--- src/hw/dlb_pkg.sv ---
// package: register map, field layout, reset values and pattern timing for the lamp/beeper block
package dlb_pkg;
    localparam logic [9:0] LAMP_CTRL_ADDR = 10'h210;
    localparam logic [9:0] BEEP_CTRL_ADDR = 10'h211;
    localparam int ON_BIT = 0;
    localparam int PAT_LO = 1;
    localparam int PAT_HI = 2;
    localparam logic [7:0] CTRL_RESET = 8'h00;
    localparam logic [7:0] CTRL_WMASK = 8'h07;
    localparam logic [1:0] PAT_STEADY = 2'h0;
    localparam logic [1:0] PAT_ONE = 2'h1;
    localparam logic [1:0] PAT_TWO = 2'h2;
    localparam logic [1:0] PAT_THREE = 2'h3;
    // pattern periods in milliseconds; the on phase is a fraction of the period
    localparam int CLK_HZ = 10000000;
    localparam int LAMP_FAST_MS = 200;
    localparam int LAMP_NORM_MS = 1000;
    localparam int LAMP_SHORT_MS = 1000;
    localparam int BEEP_SHORT_MS = 1000;
    localparam int BEEP_NORM_MS = 1000;
    localparam int BEEP_LONG_MS = 2000;
    localparam int CYC_PER_MS = CLK_HZ / 1000;
    localparam int LAMP_FAST_CYC = LAMP_FAST_MS * CYC_PER_MS;
    localparam int LAMP_NORM_CYC = LAMP_NORM_MS * CYC_PER_MS;
    localparam int LAMP_SHORT_CYC = LAMP_SHORT_MS * CYC_PER_MS;
    localparam int BEEP_SHORT_CYC = BEEP_SHORT_MS * CYC_PER_MS;
    localparam int BEEP_NORM_CYC = BEEP_NORM_MS * CYC_PER_MS;
    localparam int BEEP_LONG_CYC = BEEP_LONG_MS * CYC_PER_MS;
    localparam int CNT_W = 32;
endpackage : dlb_pkg

--- src/hw/dlb_pattern_gen.sv ---
// one enable/pattern channel: turns an enable bit and a 2-bit pattern into an on/off output waveform
`timescale 1ns/1ps
module dlb_pattern_gen
    import dlb_pkg::*;
#(
    parameter int PER1 = 2000000,
    parameter int ON1 = 1000000,
    parameter int PER2 = 10000000,
    parameter int ON2 = 5000000,
    parameter int PER3 = 10000000,
    parameter int ON3 = 1000000
) (
    input wire logic mclk,
    input wire logic rst_n,
    input wire logic enable,
    input wire logic [1:0] pattern,
    output logic active
);
    logic [CNT_W-1:0] cnt_q;
    logic [CNT_W-1:0] period;
    logic [CNT_W-1:0] onTime;
    logic [1:0] patPrev_q;
    logic phaseOn;

    always_comb begin
        case (pattern)
            PAT_ONE: begin
                period = CNT_W'(PER1);
                onTime = CNT_W'(ON1);
            end
            PAT_TWO: begin
                period = CNT_W'(PER2);
                onTime = CNT_W'(ON2);
            end
            PAT_THREE: begin
                period = CNT_W'(PER3);
                onTime = CNT_W'(ON3);
            end
            default: begin
                period = CNT_W'(1);
                onTime = CNT_W'(1);
            end
        endcase
    end

    // restart the cycle on a pattern change or while off, so a new pattern starts in its on phase
    always_ff @(posedge mclk or negedge rst_n) begin
        if (!rst_n) begin
            cnt_q <= '0;
        end else if (!enable || pattern != patPrev_q || cnt_q >= period - CNT_W'(1)) begin
            cnt_q <= '0;
        end else begin
            cnt_q <= cnt_q + CNT_W'(1);
        end
    end

    always_ff @(posedge mclk or negedge rst_n) begin
        if (!rst_n) begin
            patPrev_q <= PAT_STEADY;
        end else begin
            patPrev_q <= pattern;
        end
    end

    assign phaseOn = (pattern == PAT_STEADY) || (cnt_q < onTime);

    always_ff @(posedge mclk or negedge rst_n) begin
        if (!rst_n) begin
            active <= 1'b0;
        end else begin
            active <= enable && phaseOn;
        end
    end
endmodule : dlb_pattern_gen

--- src/hw/status_lamp_lamp_beeper_ctrl.sv ---
// top: two host-visible control bytes driving the status lamp and the beeper
`timescale 1ns/1ps

// Overview of operation
// - lamp at 210H, beeper at 211H, read/write
// - lamp enable bit 0 turns lamp off
// - lamp field: steady, fast, normal, short flicker
// - beeper enable bit 0 silences beeper
// - beeper field: continuous, short, normal, long beeps
module status_lamp_lamp_beeper_ctrl
    import dlb_pkg::*;
(
    input wire logic mclk,
    input wire logic rst_n,
    input wire logic [9:0] ioAddr,
    input wire logic ioWrStb,
    input wire logic ioRdStb,
    input wire logic [7:0] ioWrData,
    output logic [7:0] ioRdData,
    output logic ioRdValid,
    output logic statusLamp,
    output logic beeper
);
    // ------------------------------------------------------------
    // register file
    // ------------------------------------------------------------
    logic [7:0] lampCtrl_q;
    logic [7:0] beepCtrl_q;
    logic hitLamp;
    logic hitBeep;
    logic lamp_on_bit;
    logic [1:0] lampRate;
    logic beeper_on_bit;
    logic [1:0] beeperPattern;

    assign hitLamp = (ioAddr == LAMP_CTRL_ADDR);
    assign hitBeep = (ioAddr == BEEP_CTRL_ADDR);

    // only the three defined bits store; upper bits read back as zero
    always_ff @(posedge mclk or negedge rst_n) begin
        if (!rst_n) begin
            lampCtrl_q <= CTRL_RESET;
        end else if (ioWrStb && hitLamp) begin
            lampCtrl_q <= ioWrData & CTRL_WMASK;
        end
    end

    always_ff @(posedge mclk or negedge rst_n) begin
        if (!rst_n) begin
            beepCtrl_q <= CTRL_RESET;
        end else if (ioWrStb && hitBeep) begin
            beepCtrl_q <= ioWrData & CTRL_WMASK;
        end
    end

    // read data is registered; a miss answers zero so the bus stays defined
    always_ff @(posedge mclk or negedge rst_n) begin
        if (!rst_n) begin
            ioRdData <= 8'h00;
            ioRdValid <= 1'b0;
        end else begin
            ioRdValid <= ioRdStb && (hitLamp || hitBeep);
            if (ioRdStb && hitLamp) begin
                ioRdData <= lampCtrl_q;
            end else if (ioRdStb && hitBeep) begin
                ioRdData <= beepCtrl_q;
            end else begin
                ioRdData <= 8'h00;
            end
        end
    end

    // ------------------------------------------------------------
    // field decode
    // ------------------------------------------------------------
    assign lamp_on_bit = lampCtrl_q[ON_BIT];
    assign lampRate = {lampCtrl_q[PAT_HI], lampCtrl_q[PAT_LO]};
    assign beeper_on_bit = beepCtrl_q[ON_BIT];
    assign beeperPattern = {beepCtrl_q[PAT_HI], beepCtrl_q[PAT_LO]};

    // ------------------------------------------------------------
    // waveform generators
    // ------------------------------------------------------------
    // lamp: 01 fast, 10 normal, 11 short on-pulse within normal period
    dlb_pattern_gen #(
        .PER1(LAMP_FAST_CYC),
        .ON1(LAMP_FAST_CYC / 2),
        .PER2(LAMP_NORM_CYC),
        .ON2(LAMP_NORM_CYC / 2),
        .PER3(LAMP_SHORT_CYC),
        .ON3(LAMP_SHORT_CYC / 10)
    ) u_lamp (
        .mclk(mclk),
        .rst_n(rst_n),
        .enable(lamp_on_bit),
        .pattern(lampRate),
        .active(statusLamp)
    );

    // beeper: on-time grows short < normal < long
    dlb_pattern_gen #(
        .PER1(BEEP_SHORT_CYC),
        .ON1(BEEP_SHORT_CYC / 10),
        .PER2(BEEP_NORM_CYC),
        .ON2(BEEP_NORM_CYC / 2),
        .PER3(BEEP_LONG_CYC),
        .ON3((BEEP_LONG_CYC / 4) * 3)
    ) u_beep (
        .mclk(mclk),
        .rst_n(rst_n),
        .enable(beeper_on_bit),
        .pattern(beeperPattern),
        .active(beeper)
    );

    // ------------------------------------------------------------
    // assertions
    // ------------------------------------------------------------
    lamp_write_a: assert property (@(posedge mclk) disable iff (!rst_n)
        ioWrStb && hitLamp |=> lampCtrl_q == ($past(ioWrData) & CTRL_WMASK))
        else $error("lamp register did not take write");
    beep_write_a: assert property (@(posedge mclk) disable iff (!rst_n)
        ioWrStb && hitBeep |=> beepCtrl_q == ($past(ioWrData) & CTRL_WMASK))
        else $error("beeper register did not take write");
    lamp_read_a: assert property (@(posedge mclk) disable iff (!rst_n)
        ioRdStb && hitLamp |=> ioRdValid && ioRdData == $past(lampCtrl_q))
        else $error("lamp register read mismatch");
    lamp_off_a: assert property (@(posedge mclk) disable iff (!rst_n)
        !lamp_on_bit ##1 !lamp_on_bit |-> !statusLamp)
        else $error("lamp lit while disabled");
    lamp_steady_a: assert property (@(posedge mclk) disable iff (!rst_n)
        lamp_on_bit && lampRate == PAT_STEADY |=> statusLamp)
        else $error("steady lamp not lit");
    beep_off_a: assert property (@(posedge mclk) disable iff (!rst_n)
        !beeper_on_bit ##1 !beeper_on_bit |-> !beeper)
        else $error("beeper sounds while disabled");
    beep_cont_a: assert property (@(posedge mclk) disable iff (!rst_n)
        beeper_on_bit && beeperPattern == PAT_STEADY |=> beeper)
        else $error("continuous beep not sounding");
    upper_zero_a: assert property (@(posedge mclk) disable iff (!rst_n)
        lampCtrl_q[7:3] == 5'h00 && beepCtrl_q[7:3] == 5'h00)
        else $error("reserved bits stored");

    // ------------------------------------------------------------
    // register bus: second byte, refusals, side effects
    // ------------------------------------------------------------
    // a miss must leave both bytes alone and answer nothing
    beep_read_a: assert property (@(posedge mclk) disable iff (!rst_n)
        ioRdStb && hitBeep |=> ioRdValid && ioRdData == $past(beepCtrl_q))
        else $error("beeper register read mismatch");
    miss_read_a: assert property (@(posedge mclk) disable iff (!rst_n)
        ioRdStb && !hitLamp && !hitBeep |=> !ioRdValid && ioRdData == 8'h00)
        else $error("unmapped read answered");
    miss_write_a: assert property (@(posedge mclk) disable iff (!rst_n)
        ioWrStb && !hitLamp && !hitBeep |=> $stable(lampCtrl_q) && $stable(beepCtrl_q))
        else $error("unmapped write changed a register");
    idle_valid_a: assert property (@(posedge mclk) disable iff (!rst_n)
        !ioRdStb |=> !ioRdValid)
        else $error("read valid without read strobe");
    idle_data_a: assert property (@(posedge mclk) disable iff (!rst_n)
        !ioRdStb |=> ioRdData == 8'h00)
        else $error("read data not cleared");
    // reads have no side effects; only a write hit may move a byte
    lamp_hold_a: assert property (@(posedge mclk) disable iff (!rst_n)
        !(ioWrStb && hitLamp) |=> $stable(lampCtrl_q))
        else $error("lamp register changed without a write");
    beep_hold_a: assert property (@(posedge mclk) disable iff (!rst_n)
        !(ioWrStb && hitBeep) |=> $stable(beepCtrl_q))
        else $error("beeper register changed without a write");
    read_upper_a: assert property (@(posedge mclk) disable iff (!rst_n)
        ioRdValid |-> ioRdData[7:3] == 5'h00)
        else $error("reserved bits read back non-zero");
    lamp_echo_a: assert property (@(posedge mclk) disable iff (!rst_n)
        ioWrStb && hitLamp ##1 ioRdStb && hitLamp
            |=> ioRdData == ($past(ioWrData, 2) & CTRL_WMASK))
        else $error("lamp read-back differs from write");
    beep_echo_a: assert property (@(posedge mclk) disable iff (!rst_n)
        ioWrStb && hitBeep ##1 ioRdStb && hitBeep
            |=> ioRdData == ($past(ioWrData, 2) & CTRL_WMASK))
        else $error("beeper read-back differs from write");

    // ------------------------------------------------------------
    // outputs: enable edges and pattern restarts
    // ------------------------------------------------------------
    // a fresh enable or a new pattern opens in the on phase, so software
    // sees its write at once instead of waiting out an old off phase
    lamp_start_a: assert property (@(posedge mclk) disable iff (!rst_n)
        $rose(lamp_on_bit) |=> statusLamp)
        else $error("lamp not lit after enable");
    beep_start_a: assert property (@(posedge mclk) disable iff (!rst_n)
        $rose(beeper_on_bit) |=> beeper)
        else $error("beeper silent after enable");
    lamp_restart_a: assert property (@(posedge mclk) disable iff (!rst_n)
        lamp_on_bit && $changed(lampRate) ##1 lamp_on_bit |=> statusLamp)
        else $error("new lamp rate did not open lit");
    beep_restart_a: assert property (@(posedge mclk) disable iff (!rst_n)
        beeper_on_bit && $changed(beeperPattern) ##1 beeper_on_bit |=> beeper)
        else $error("new beep pattern did not open sounding");
    // outputs are registered, so each follows its enable one edge late;
    // neither may come on by itself
    lamp_stop_a: assert property (@(posedge mclk) disable iff (!rst_n)
        $fell(lamp_on_bit) |=> !statusLamp)
        else $error("lamp still lit after disable");
    beep_stop_a: assert property (@(posedge mclk) disable iff (!rst_n)
        $fell(beeper_on_bit) |=> !beeper)
        else $error("beeper still sounds after disable");
    lamp_rise_a: assert property (@(posedge mclk) disable iff (!rst_n)
        $rose(statusLamp) |-> $past(lamp_on_bit))
        else $error("lamp lit without enable");
    beep_rise_a: assert property (@(posedge mclk) disable iff (!rst_n)
        $rose(beeper) |-> $past(beeper_on_bit))
        else $error("beeper started without enable");

    // ------------------------------------------------------------
    // coverage of the main scenarios
    // ------------------------------------------------------------
    // flicker off phases need runs far longer than the bench makes
    lamp_flicker_c: cover property (@(posedge mclk) disable iff (!rst_n)
        lamp_on_bit && lampRate == PAT_ONE && statusLamp ##1 !statusLamp);
    beep_long_c: cover property (@(posedge mclk) disable iff (!rst_n)
        beeper_on_bit && beeperPattern == PAT_THREE && beeper);
    read_beep_c: cover property (@(posedge mclk) disable iff (!rst_n)
        ioRdStb && hitBeep ##1 ioRdValid);
    lamp_restart_c: cover property (@(posedge mclk) disable iff (!rst_n)
        lamp_on_bit && $changed(lampRate));
    miss_read_c: cover property (@(posedge mclk) disable iff (!rst_n)
        ioRdStb && !hitLamp && !hitBeep);
endmodule : status_lamp_lamp_beeper_ctrl

--- config.mk ---
export PLATFORM = sky130hd
export DESIGN_NAME = status_lamp_lamp_beeper_ctrl
export DESIGN_NICKNAME = d
export VERILOG_FILES = /design/src/hw/dlb_pkg.sv /design/src/hw/dlb_pattern_gen.sv /design/src/hw/status_lamp_lamp_beeper_ctrl.sv
export SDC_FILE = /design/constraint.sdc
export NUM_CORES = 1
export LEC_CHECK = 0
export ABC_AREA = 1
export BUFFER_PORTS_ARGS = -buffer_cell sky130_fd_sc_hd__buf_2
export CORE_MARGIN = 3
export CORE_UTILIZATION = 35
export CTS_CLUSTER_SIZE = 16
export DETAILED_ROUTE_END_ITERATION = 7
export PLACE_DENSITY = 0.56
export SYNTH_ARGS = -nofsm -noshare
export SYNTH_HDL_FRONTEND = slang
export SYNTH_SLANG_ARGS = --single-unit
--- constraint.sdc ---
create_clock -name mclk -period 3.04 [get_ports mclk]
set_input_delay 0.608 -clock mclk [delete_from_list [all_inputs] [get_ports mclk]]
set_output_delay 0.608 -clock mclk [all_outputs]
set_load 0.1 [all_outputs]
# == Yosys cells after proc, flatten, opt, wreduce, memory -nomap -nowiden ==
# Index checks and enable logic that the tools add are counted.
# totals
register_bits,85
latchBits,0
ram_bits,0
mem_bits_ro,0
in_bits,22
n_memories,0
# classes
add_sub_neg,4
mul,0
n_div,0
magnitude_cmp,4
n_eq_ne,10
n_shift,0
n_mux,8
n_bitwise,0
reduce_logical,21
# op_table
cell,n
$pmux W24 S3,1
$add A32 B1 Y32 const B,2
$ge A32 B32 Y1,2
$mux W32,2
$pmux W25 S2,1
$pmux W24 S2,1
$pmux W23 S2,1
$lt A32 B23 Y1,1
$lt A32 B24 Y1,1
$sub A25 B1 Y26 const B,1
$sub A24 B1 Y25 const B,1
$eq A10 B10 Y1 const B,2
$eq A2 B2 Y1 const B,4
$mux W8,1
$logic_and A1 B1 Y1,7
$logic_or A1 B1 Y1,7
$reduce_or A2 Y1,3
$eq A2 B1 Y1 const B,2
$logic_not A2 Y1,2
$ne A2 B2 Y1,2
$mux W3,1
$logic_not A1 Y1,2

# == Longest topological paths before layout ==
# Gate-level depths: netlist of run 1.
# logic_depth
depth_word,7
ltp_mapped,16
depth_no_buf,15

# == Cells and area by module ==
# Synthesis of run 1 repeated with hierarchy kept, for this count alone.
# hier_totals
cells_unflattened,775
hier_area_um2,6058.3
# modules_own_cells
mod,n_inst,cells_each,area_per_inst_um2,seq_area_each_um2
dlb_pattern_gen (u_beep),1,378,2812.7,875.8
dlb_pattern_gen (u_lamp),1,317,2645.0,875.8
status_lamp_lamp_beeper_ctrl,1,80,600.6,250.2

# == Least setup slack after synthesis of run 1 ==
# Ideal clock, no wire load.
# synth_path
path_type,register to register
start,register beepCtrl_q[2]
end,register u_beep.cnt_q[22]
setup_time_ns,0.071
arrival_ns,2.210
setup_slack_ns,0.759
stages_incl_launch_ff,13
n_path_buf,1
synth_period_minus_slack_ns,2.281
path_cell_list,dfrtp_1 inv_1 ha_1 inv_1 ha_1 a21oi_1 o21ai_0 nand2_1 nand3_1 a21oi_1 nand2_1 buf_2 nor2_1
# synth_between
elab_chain_len,7
word_cells_on_any_way,11
cone_classes,add/sub (1); order compare (1); eq/ne (4); mux (2); reduce/logical (3)
# synth_lines
item,line,source
from (decl),status_lamp_lamp_beeper_ctrl.sv:28,logic [7:0] beepCtrl_q;
from (signal assigned),status_lamp_lamp_beeper_ctrl.sv:52,beepCtrl_q <= ioWrData & CTRL_WMASK;
$eq A2 B1 Y1 or $eq A2 B2 Y1 (tied branches),dlb_pattern_gen.sv:26,case (pattern)
$reduce_or A2 Y1 (no source line),--,
$pmux W25 S2,dlb_pattern_gen.sv:26,
$sub A25 B1 Y26,dlb_pattern_gen.sv:50,end else if (!enable || pattern != patPrev_q || cnt_q >= period - CNT_W'(1)) begin
$ge A32 B32 Y1,dlb_pattern_gen.sv:50,
$logic_or A1 B1 Y1 (*),dlb_pattern_gen.sv:50,
$mux W32 (*),dlb_pattern_gen.sv:50,
to (signal assigned),dlb_pattern_gen.sv:53,cnt_q <= cnt_q + CNT_W'(1);
to (decl),dlb_pattern_gen.sv:19,logic [CNT_W-1:0] cnt_q;
# Mark *: on every way between the ends. The rest lies on a longest branch, timed or not.
# A chain may end at the register's enable or synchronous reset.

# == Worst setup path after layout of run 1 ==
# layout_path
start,register beepCtrl_q[1]
end,register u_beep.cnt_q[17]
# The elaborated chain is that of the path after synthesis.

==> results.json, run 1 <==
{
  "clock-sinks": 80,
  "row_count": 44,
  "ios": 33,
  "setup.worst_path.start": "beepCtrl_q[1]$_DFFE_PN0P_",
  "grt_use_met2_pct": 27.7,
  "maxCapViolCount": 0,
  "syn_area_per_cell_um2": 8.11,
  "n_antenna_cell": 0,
  "grt_util_met1_pct": 19.5,
  "cp_top_family": "simple AND/OR/NAND/NOR gates",
  "cp_slowest_cell": "dfrtp_1",
  "dr.first_iter.drc_count": 207,
  "clk_pin_slew_ns": 0.06,
  "period_needed_ns": 2.74,
  "synthCells": 670,
  "synth_top_family_by_area": "simple AND/OR/NAND/NOR gates",
  "ys_top_cells_by_count": "nand2_1, nor2_1, dfrtp_1",
  "finalWeightedCongestion": 0.877,
  "fin_ws_ns": 0.305,
  "path_max_fanout": 17,
  "synthFlopType": "dfrtp_1",
  "hold_viol_final": 0,
  "slew_viol_final": 0,
  "fmax_mhz": 366,
  "crit_path_end_kind": "flop",
  "relSlewSlack_pct": 46.4,
  "cpMostUsedCell": "nand2_1",
  "synth-edff-count": 0,
  "start_kind": "flop",
  "synth_seq_cells": 80,
  "crit_type": "flop to flop",
  "syn2layout_area_growth_pct": 13.6,
  "design.die.area_um2": 17000,
  "drive_gt1_share_pct": 12.2,
  "rsz0062_at_grt": "no",
  "nets": 809,
  "post-place-ws_ns": 0.290,
  "synth_compound_area_share_pct": 8.15,
  "coreArea_um2": 14900,
  "synth_most_common_cell": "nand2_1",
  "grt_pass1_vias": 4508,
  "drc": 0,
  "detail_route.wirelength_um": 12500,
  "cts-htree-levels": 3,
  "ys_warn_count": 0,
  "r2r_start": "beepCtrl_q[1]$_DFFE_PN0P_",
  "cts_made_buffers": 9,
  "io_buffers": 22,
  "grt_start_max_net_pins": 51,
  "antenna_found_initial": 0,
  "vias_per_cell": 4.88,
  "synthAdderAreaFrac_pct": 14.1,
  "timing.reg2reg.setup_slack_ns": 0.30,
  "powerDensity_nw_per_um2": 382,
  "grt_use_met3_pct": 3.09,
  "r2r_end": "u_beep.cnt_q[17]$_DFF_PN0_",
  "reg2reg_depth": 12,
  "finalSetupViolCount": 0,
  "cp.required_ns": 3.25,
  "slowest_delay_ns": 0.46,
  "utilization_pct": 41.5,
  "cp.arrival_ns": 2.95,
  "die_h_um": 131,
  "start_util_pct": 36.5,
  "synthXorXnorAreaFrac_pct": 5.81,
  "synth-async-reset-ratio_pct": 100,
  "yosys.area_share.simple_pct": 28.2,
  "max_slew.worst_pin.slew_ns": 0.797,
  "cts_hold_buf": 0,
  "clockBufferDepth": 2,
  "skew_ns": 0.00948,
  "synth_top_cells_by_area": "dfrtp_1, ha_1, nand2_1",
  "synth.area.mux_share_pct": 0,
  "busiest_layer": "met2",
  "ant_nets": 0,
  "dp_hpwl_um": 9590,
  "fin_crit_sh_pct": 90.0,
  "grtUsageTotal_pct": 15.7,
  "first_pass_iters": 4,
  "wl_per_cell_um": 13.6,
  "grt_pass1_wl_um": 21400,
  "status": "finished clean",
  "path_cells": "inv_1, ha_1, inv_1, ha_1, nand3_1, a21oi_1, nand2_1, nor3_1, nand2_1, nand2_1, buf_4, nor3_1",
  "crit_buf_inv": 3,
  "cp_num_cells": 12,
  "yosys.area.top_type_share_pct": 36.9,
  "cts_tree": "done",
  "synth_cell_types": 41,
  "die_w_um": 131,
  "min_path_type": "input pin to async pin",
  "yosysTopAreaCell": "dfrtp_1",
  "cts_root_buf": "clkbuf_16",
  "ys_seq_area_share_pct": 36.9,
  "clock_latency_ns": 0.33,
  "syn_area_um2": 5430,
  "grt-ovfl-total": 0,
  "setup_tns_ns": 0,
  "vdd_drop_max_mv": 0.257,
  "endpoint": "u_beep.cnt_q[17]$_DFF_PN0_",
  "p_leak_nw": 2.90,
  "vias": 4463
}
-- worst min path at each step --
stage	end	slack, ns
after floorplan	beepCtrl_q[0]$_DFFE_PN0P_	0.31
after CTS	u_beep.cnt_q[11]$_DFF_PN0_	0.33
after global routing	u_beep.cnt_q[11]$_DFF_PN0_	0.36
final	u_beep.cnt_q[11]$_DFF_PN0_	0.30
after detailed placement	u_beep.cnt_q[26]$_DFF_PN0_	0.49
after global placement	u_beep.cnt_q[26]$_DFF_PN0_	0.48
-- metal layers --
metal | vias to the layer above | share of wire [%]
met2 | 54 | 51
li1 | 2310 | -
met1 | 2092 | 45
met3 | 7 | 2.8
met4 | 0 | 0.85
met5 | - | 0
-- layout by cell type, fill, tap and decap left out, types with 4 or more instances in the layout --
| cell | synthesis | layout |
|---|---|---|
| xnor2_1 | 8 | 8 |
| nand2_2 | 4 | 4 |
| ha_1 | 61 | 60 |
| o21ai_0 | 23 | 23 |
| nand2_1 | 104 | 104 |
| inv_2 | 4 | 4 |
| inv_1 | 73 | 73 |
| clkbuf_16 | 0 | 9 |
| a21oi_1 | 39 | 39 |
| conb_1 | 2 | 28 |
| a211oi_1 | 4 | 4 |
| nor2_1 | 90 | 90 |
| buf_2 | 2 | 21 |
| xor2_1 | 28 | 28 |
| nor2_2 | 21 | 21 |
| buf_4 | 5 | 9 |
| nand3_1 | 33 | 33 |
| nor4_1 | 10 | 10 |
| dfrtp_1 | 80 | 80 |
| nand4_1 | 19 | 19 |
| nor3_1 | 22 | 22 |
-- stage by stage --
stage	instances	area [um^2]	total power, mW	hold WS (ns)
global route	915	6170	2.46	0.356
CTS	915	6170	2.40	0.328
detailed placement	899	5850	1.22	0.490
global placement	899	5850	1.21	0.481
finish	915	6170	2.36	0.303
floorplan	696	5530	1.17	0.312
-- sequential cells by signal, indices dropped and copies added, names as in the netlist --
register and flops:
u_lamp.patPrev_q 2, u_beep.patPrev_q 2, u_beep.cnt_q 32, u_lamp.active 1
beepCtrl_q 3, u_lamp.cnt_q 32, lampCtrl_q 3, ioRdData 3
u_beep.active 1, ioRdValid 1
-- cell families (layout without fill, tap and decap cells) --
kind of cell / count (synthesis) / count (layout)
and+or+nand+nor: 323 / 323
buffers and inverters: 88 / 123
AOI/OAI and AO/OA: 80 / 80
DFF: 80 / 80
adders and majority gates: 61 / 61
xor gates and xnor gates: 36 / 36
other: 2 / 28
-- final cells by class --
cell class	instances	area [um^2]
clock buffers	11	233
clock inverters	5	81.3
fillers	1503	8690
inverters	77	289
multi-input cells	528	3160
flip-flops and latches	80	2000
well taps	184	230
repair buffers	30	173
-- what timing repair did --
item / CTS / global route
resized for setup: 0 / 1
endpoints found under the setup margin: 0 / 1
endpoints found under the hold margin: 0 / 0
buffers inserted: 0 / 0
-- power by group --
| part | leakage, nW | internal, mW | switching, mW |
|---|---|---|---|
| logic | 1.71 | 0.0271 | 0.0884 |
| clock network | 0.150 | 0.720 | 0.438 |
| registers | 1.04 | 1.08 | 0.00545 |
| total | 2.90 | 1.82 | 0.532 |
(Power assumes the default switching activity.)
==> run 2: changes to the inputs <==
--- a/config.mk
+++ b/config.mk
@@ -7,8 +7,8 @@
 export LEC_CHECK = 0
 export ABC_AREA = 1
 export BUFFER_PORTS_ARGS = -buffer_cell sky130_fd_sc_hd__buf_2
-export CORE_MARGIN = 3
 export CORE_UTILIZATION = 35
+export CTS_BUF_LIST = sky130_fd_sc_hd__clkbuf_4 sky130_fd_sc_hd__clkbuf_8 sky130_fd_sc_hd__clkbuf_16
 export CTS_CLUSTER_SIZE = 16
 export DETAILED_ROUTE_END_ITERATION = 7
 export PLACE_DENSITY = 0.56
==> results.json, run 2 (synthesized netlist as in run 1, its figures left out) <==
{
  "detail_route.wirelength_um": 12500,
  "seq_area_um2": 2000,
  "path_max_fanout": 15,
  "p_comb_share_pct": 4.8,
  "ant_nets": 0,
  "relSlewSlack_pct": 57.9,
  "vias_per_cell": 4.93,
  "grt_start_max_net_pins": 43,
  "cts_made_buffers": 9,
  "r2r_start": "beepCtrl_q[2]$_DFFE_PN0P_",
  "die_h_um": 127,
  "clk_pin_slew_ns": 0.06,
  "design.die.area_um2": 16000,
  "fin_crit_sh_pct": 88.9,
  "rsz0062_at_grt": "no",
  "ios": 33,
  "dr.first_iter.drc_count": 209,
  "clockBufferDepth": 2,
  "wl_per_cell_um": 13.6,
  "p_leak_nw": 2.92,
  "fmax_mhz": 370,
  "layout_common_cells": "nand2_1, nor2_1, dfrtp_1, inv_1, ha_1",
  "clock-sinks": 80,
  "min_path_type": "input pin to async pin",
  "multi_input_area_um2": 3160,
  "post-place-ws_ns": 0.357,
  "start_kind": "flop",
  "skew_ns": 0.00768,
  "syn2layout_area_growth_pct": 14.3,
  "slew_viol_final": 0,
  "max_slew.worst_pin.slew_ns": 0.626,
  "cts_resized": 0,
  "p_seq_share_pct": 44.7,
  "swShare_pct": 21.2,
  "vdd_drop_max_mv": 0.247,
  "timing.reg2reg.setup_slack_ns": 0.34,
  "r2r_end": "u_beep.cnt_q[8]$_DFF_PN0_",
  "powerDensity_nw_per_um2": 391,
  "biggestRegsByFlops": "u_beep.cnt_q (32), u_lamp.cnt_q (32)",
  "reg2reg_depth": 16,
  "place_area_um2": 5860,
  "clock_latency_ns": 0.34,
  "fillers": 1530,
  "final_common_cell": "nand2_1",
  "n_antenna_cell": 0,
  "status": "finished clean",
  "fin_area_um2": 6210,
  "cts_root_buf": "clkbuf_16",
  "cp.arrival_ns": 2.95,
  "nets": 808,
  "p_int_mw": 1.91,
  "finalSetupViolCount": 0,
  "cts_hold_buf": 0,
  "period_needed_ns": 2.70,
  "grtUsageTotal_pct": 16.9,
  "cts-htree-levels": 3,
  "setup_tns_ns": 0,
  "start_util_pct": 35.9,
  "crit_path_end_kind": "flop",
  "io_buffers": 22,
  "grt-ovfl-total": 0,
  "grt_pass1_wl_um": 21700,
  "coreArea_um2": 15100,
  "maxCapViolCount": 0,
  "fin_ws_ns": 0.338,
  "netSwitchingPower_mw": 0.514,
  "vias": 4529,
  "crit_type": "flop to flop",
  "cp.required_ns": 3.29,
  "dp_hpwl_um": 9580,
  "grt_pass1_vias": 4690,
  "row_count": 45,
  "p_clk_share_pct": 50.6,
  "drc": 0,
  "setup.worst_path.start": "beepCtrl_q[2]$_DFFE_PN0P_",
  "antenna_found_initial": 0,
  "finalWeightedCongestion": 0.900,
  "die_w_um": 127,
  "hold_viol_final": 0,
  "cts_tree": "done",
  "drive_gt1_share_pct": 12.2,
  "post_cts_buffers": 0,
  "first_pass_iters": 4
}
[run 2: cell types whose count changed in the layout (fill, tap and decap cells not counted), sizes merged]
cell	previous run	this run
clkbuf	11	14
clkinv	2	0
buf	30	29
clkinvlp	1	0
[run 2: stage by stage]
stage	std cells	power [mW]	utilization, %	hold slack [ns]
2_1_floorplan	696	1.17	-	0.312
3_3_place_gp	902	1.21	38.7	0.475
3_5_place_dp	902	1.22	38.7	0.495
4_1_cts	918	2.47	41.0	0.295
5_1_grt	918	2.51	41.0	0.323
6_report	918	2.42	41.0	0.281
[run 2: cell type report]
cell class,count,area share [%]
clock buffer,14,4.54
inverter,77,4.66
clock inverter,2,0.968
tap,188,3.79
multi-input combinational,528,50.9
sequential,80,32.3
timing repair buffer,29,2.86
[run 2: layer usage]
metal	up-vias	global-route usage [%]	wire length [um]
met5	-	0	0
met4	0	7.30	331
met3	26	2.99	291
met2	60	31.4	6350
met1	2123	18.9	5480
li1	2320	-	-
[run 2: worst max-delay path by stage]
stage | slack [ns] | cells past startpoint | to
after detailed placement | 0.36 | 12 | u_beep.cnt_q[8]$_DFF_PN0_
after CTS | 0.33 | 16 | u_beep.cnt_q[8]$_DFF_PN0_
final | 0.34 | 16 | u_beep.cnt_q[8]$_DFF_PN0_
after global routing | 0.05 | 16 | u_beep.cnt_q[8]$_DFF_PN0_
after floorplan | 0.76 | 12 | u_beep.cnt_q[22]$_DFF_PN0_
after global placement | 0.39 | 14 | u_beep.cnt_q[8]$_DFF_PN0_
[run 2: power by group through the flow]
stage | logic [mW] | clock network [mW] | registers, mW
detailed placement | 0.118 | 0 | 1.10
global route | 0.131 | 1.30 | 1.08
global placement | 0.114 | 0 | 1.10
finish | 0.116 | 1.23 | 1.08
CTS | 0.118 | 1.27 | 1.08
floorplan | 0.0699 | 0 | 1.10
[run 2: worst max-delay path, stage by stage, from the launching register on]
cell,delay [ns]
dfrtp_1,0.46
inv_1,0.19
buf_4,0.17
ha_1,0.29
ha_1,0.28
nand2_1,0.11
nor2_1,0.07
o21ai_0,0.07
nand2_1,0.07
a21oi_1,0.14
nand2_1,0.07
nand2_1,0.06
nand2_1,0.05
nand2_1,0.14
nand2_1,0.09
buf_4,0.20
nor3_1,0.15
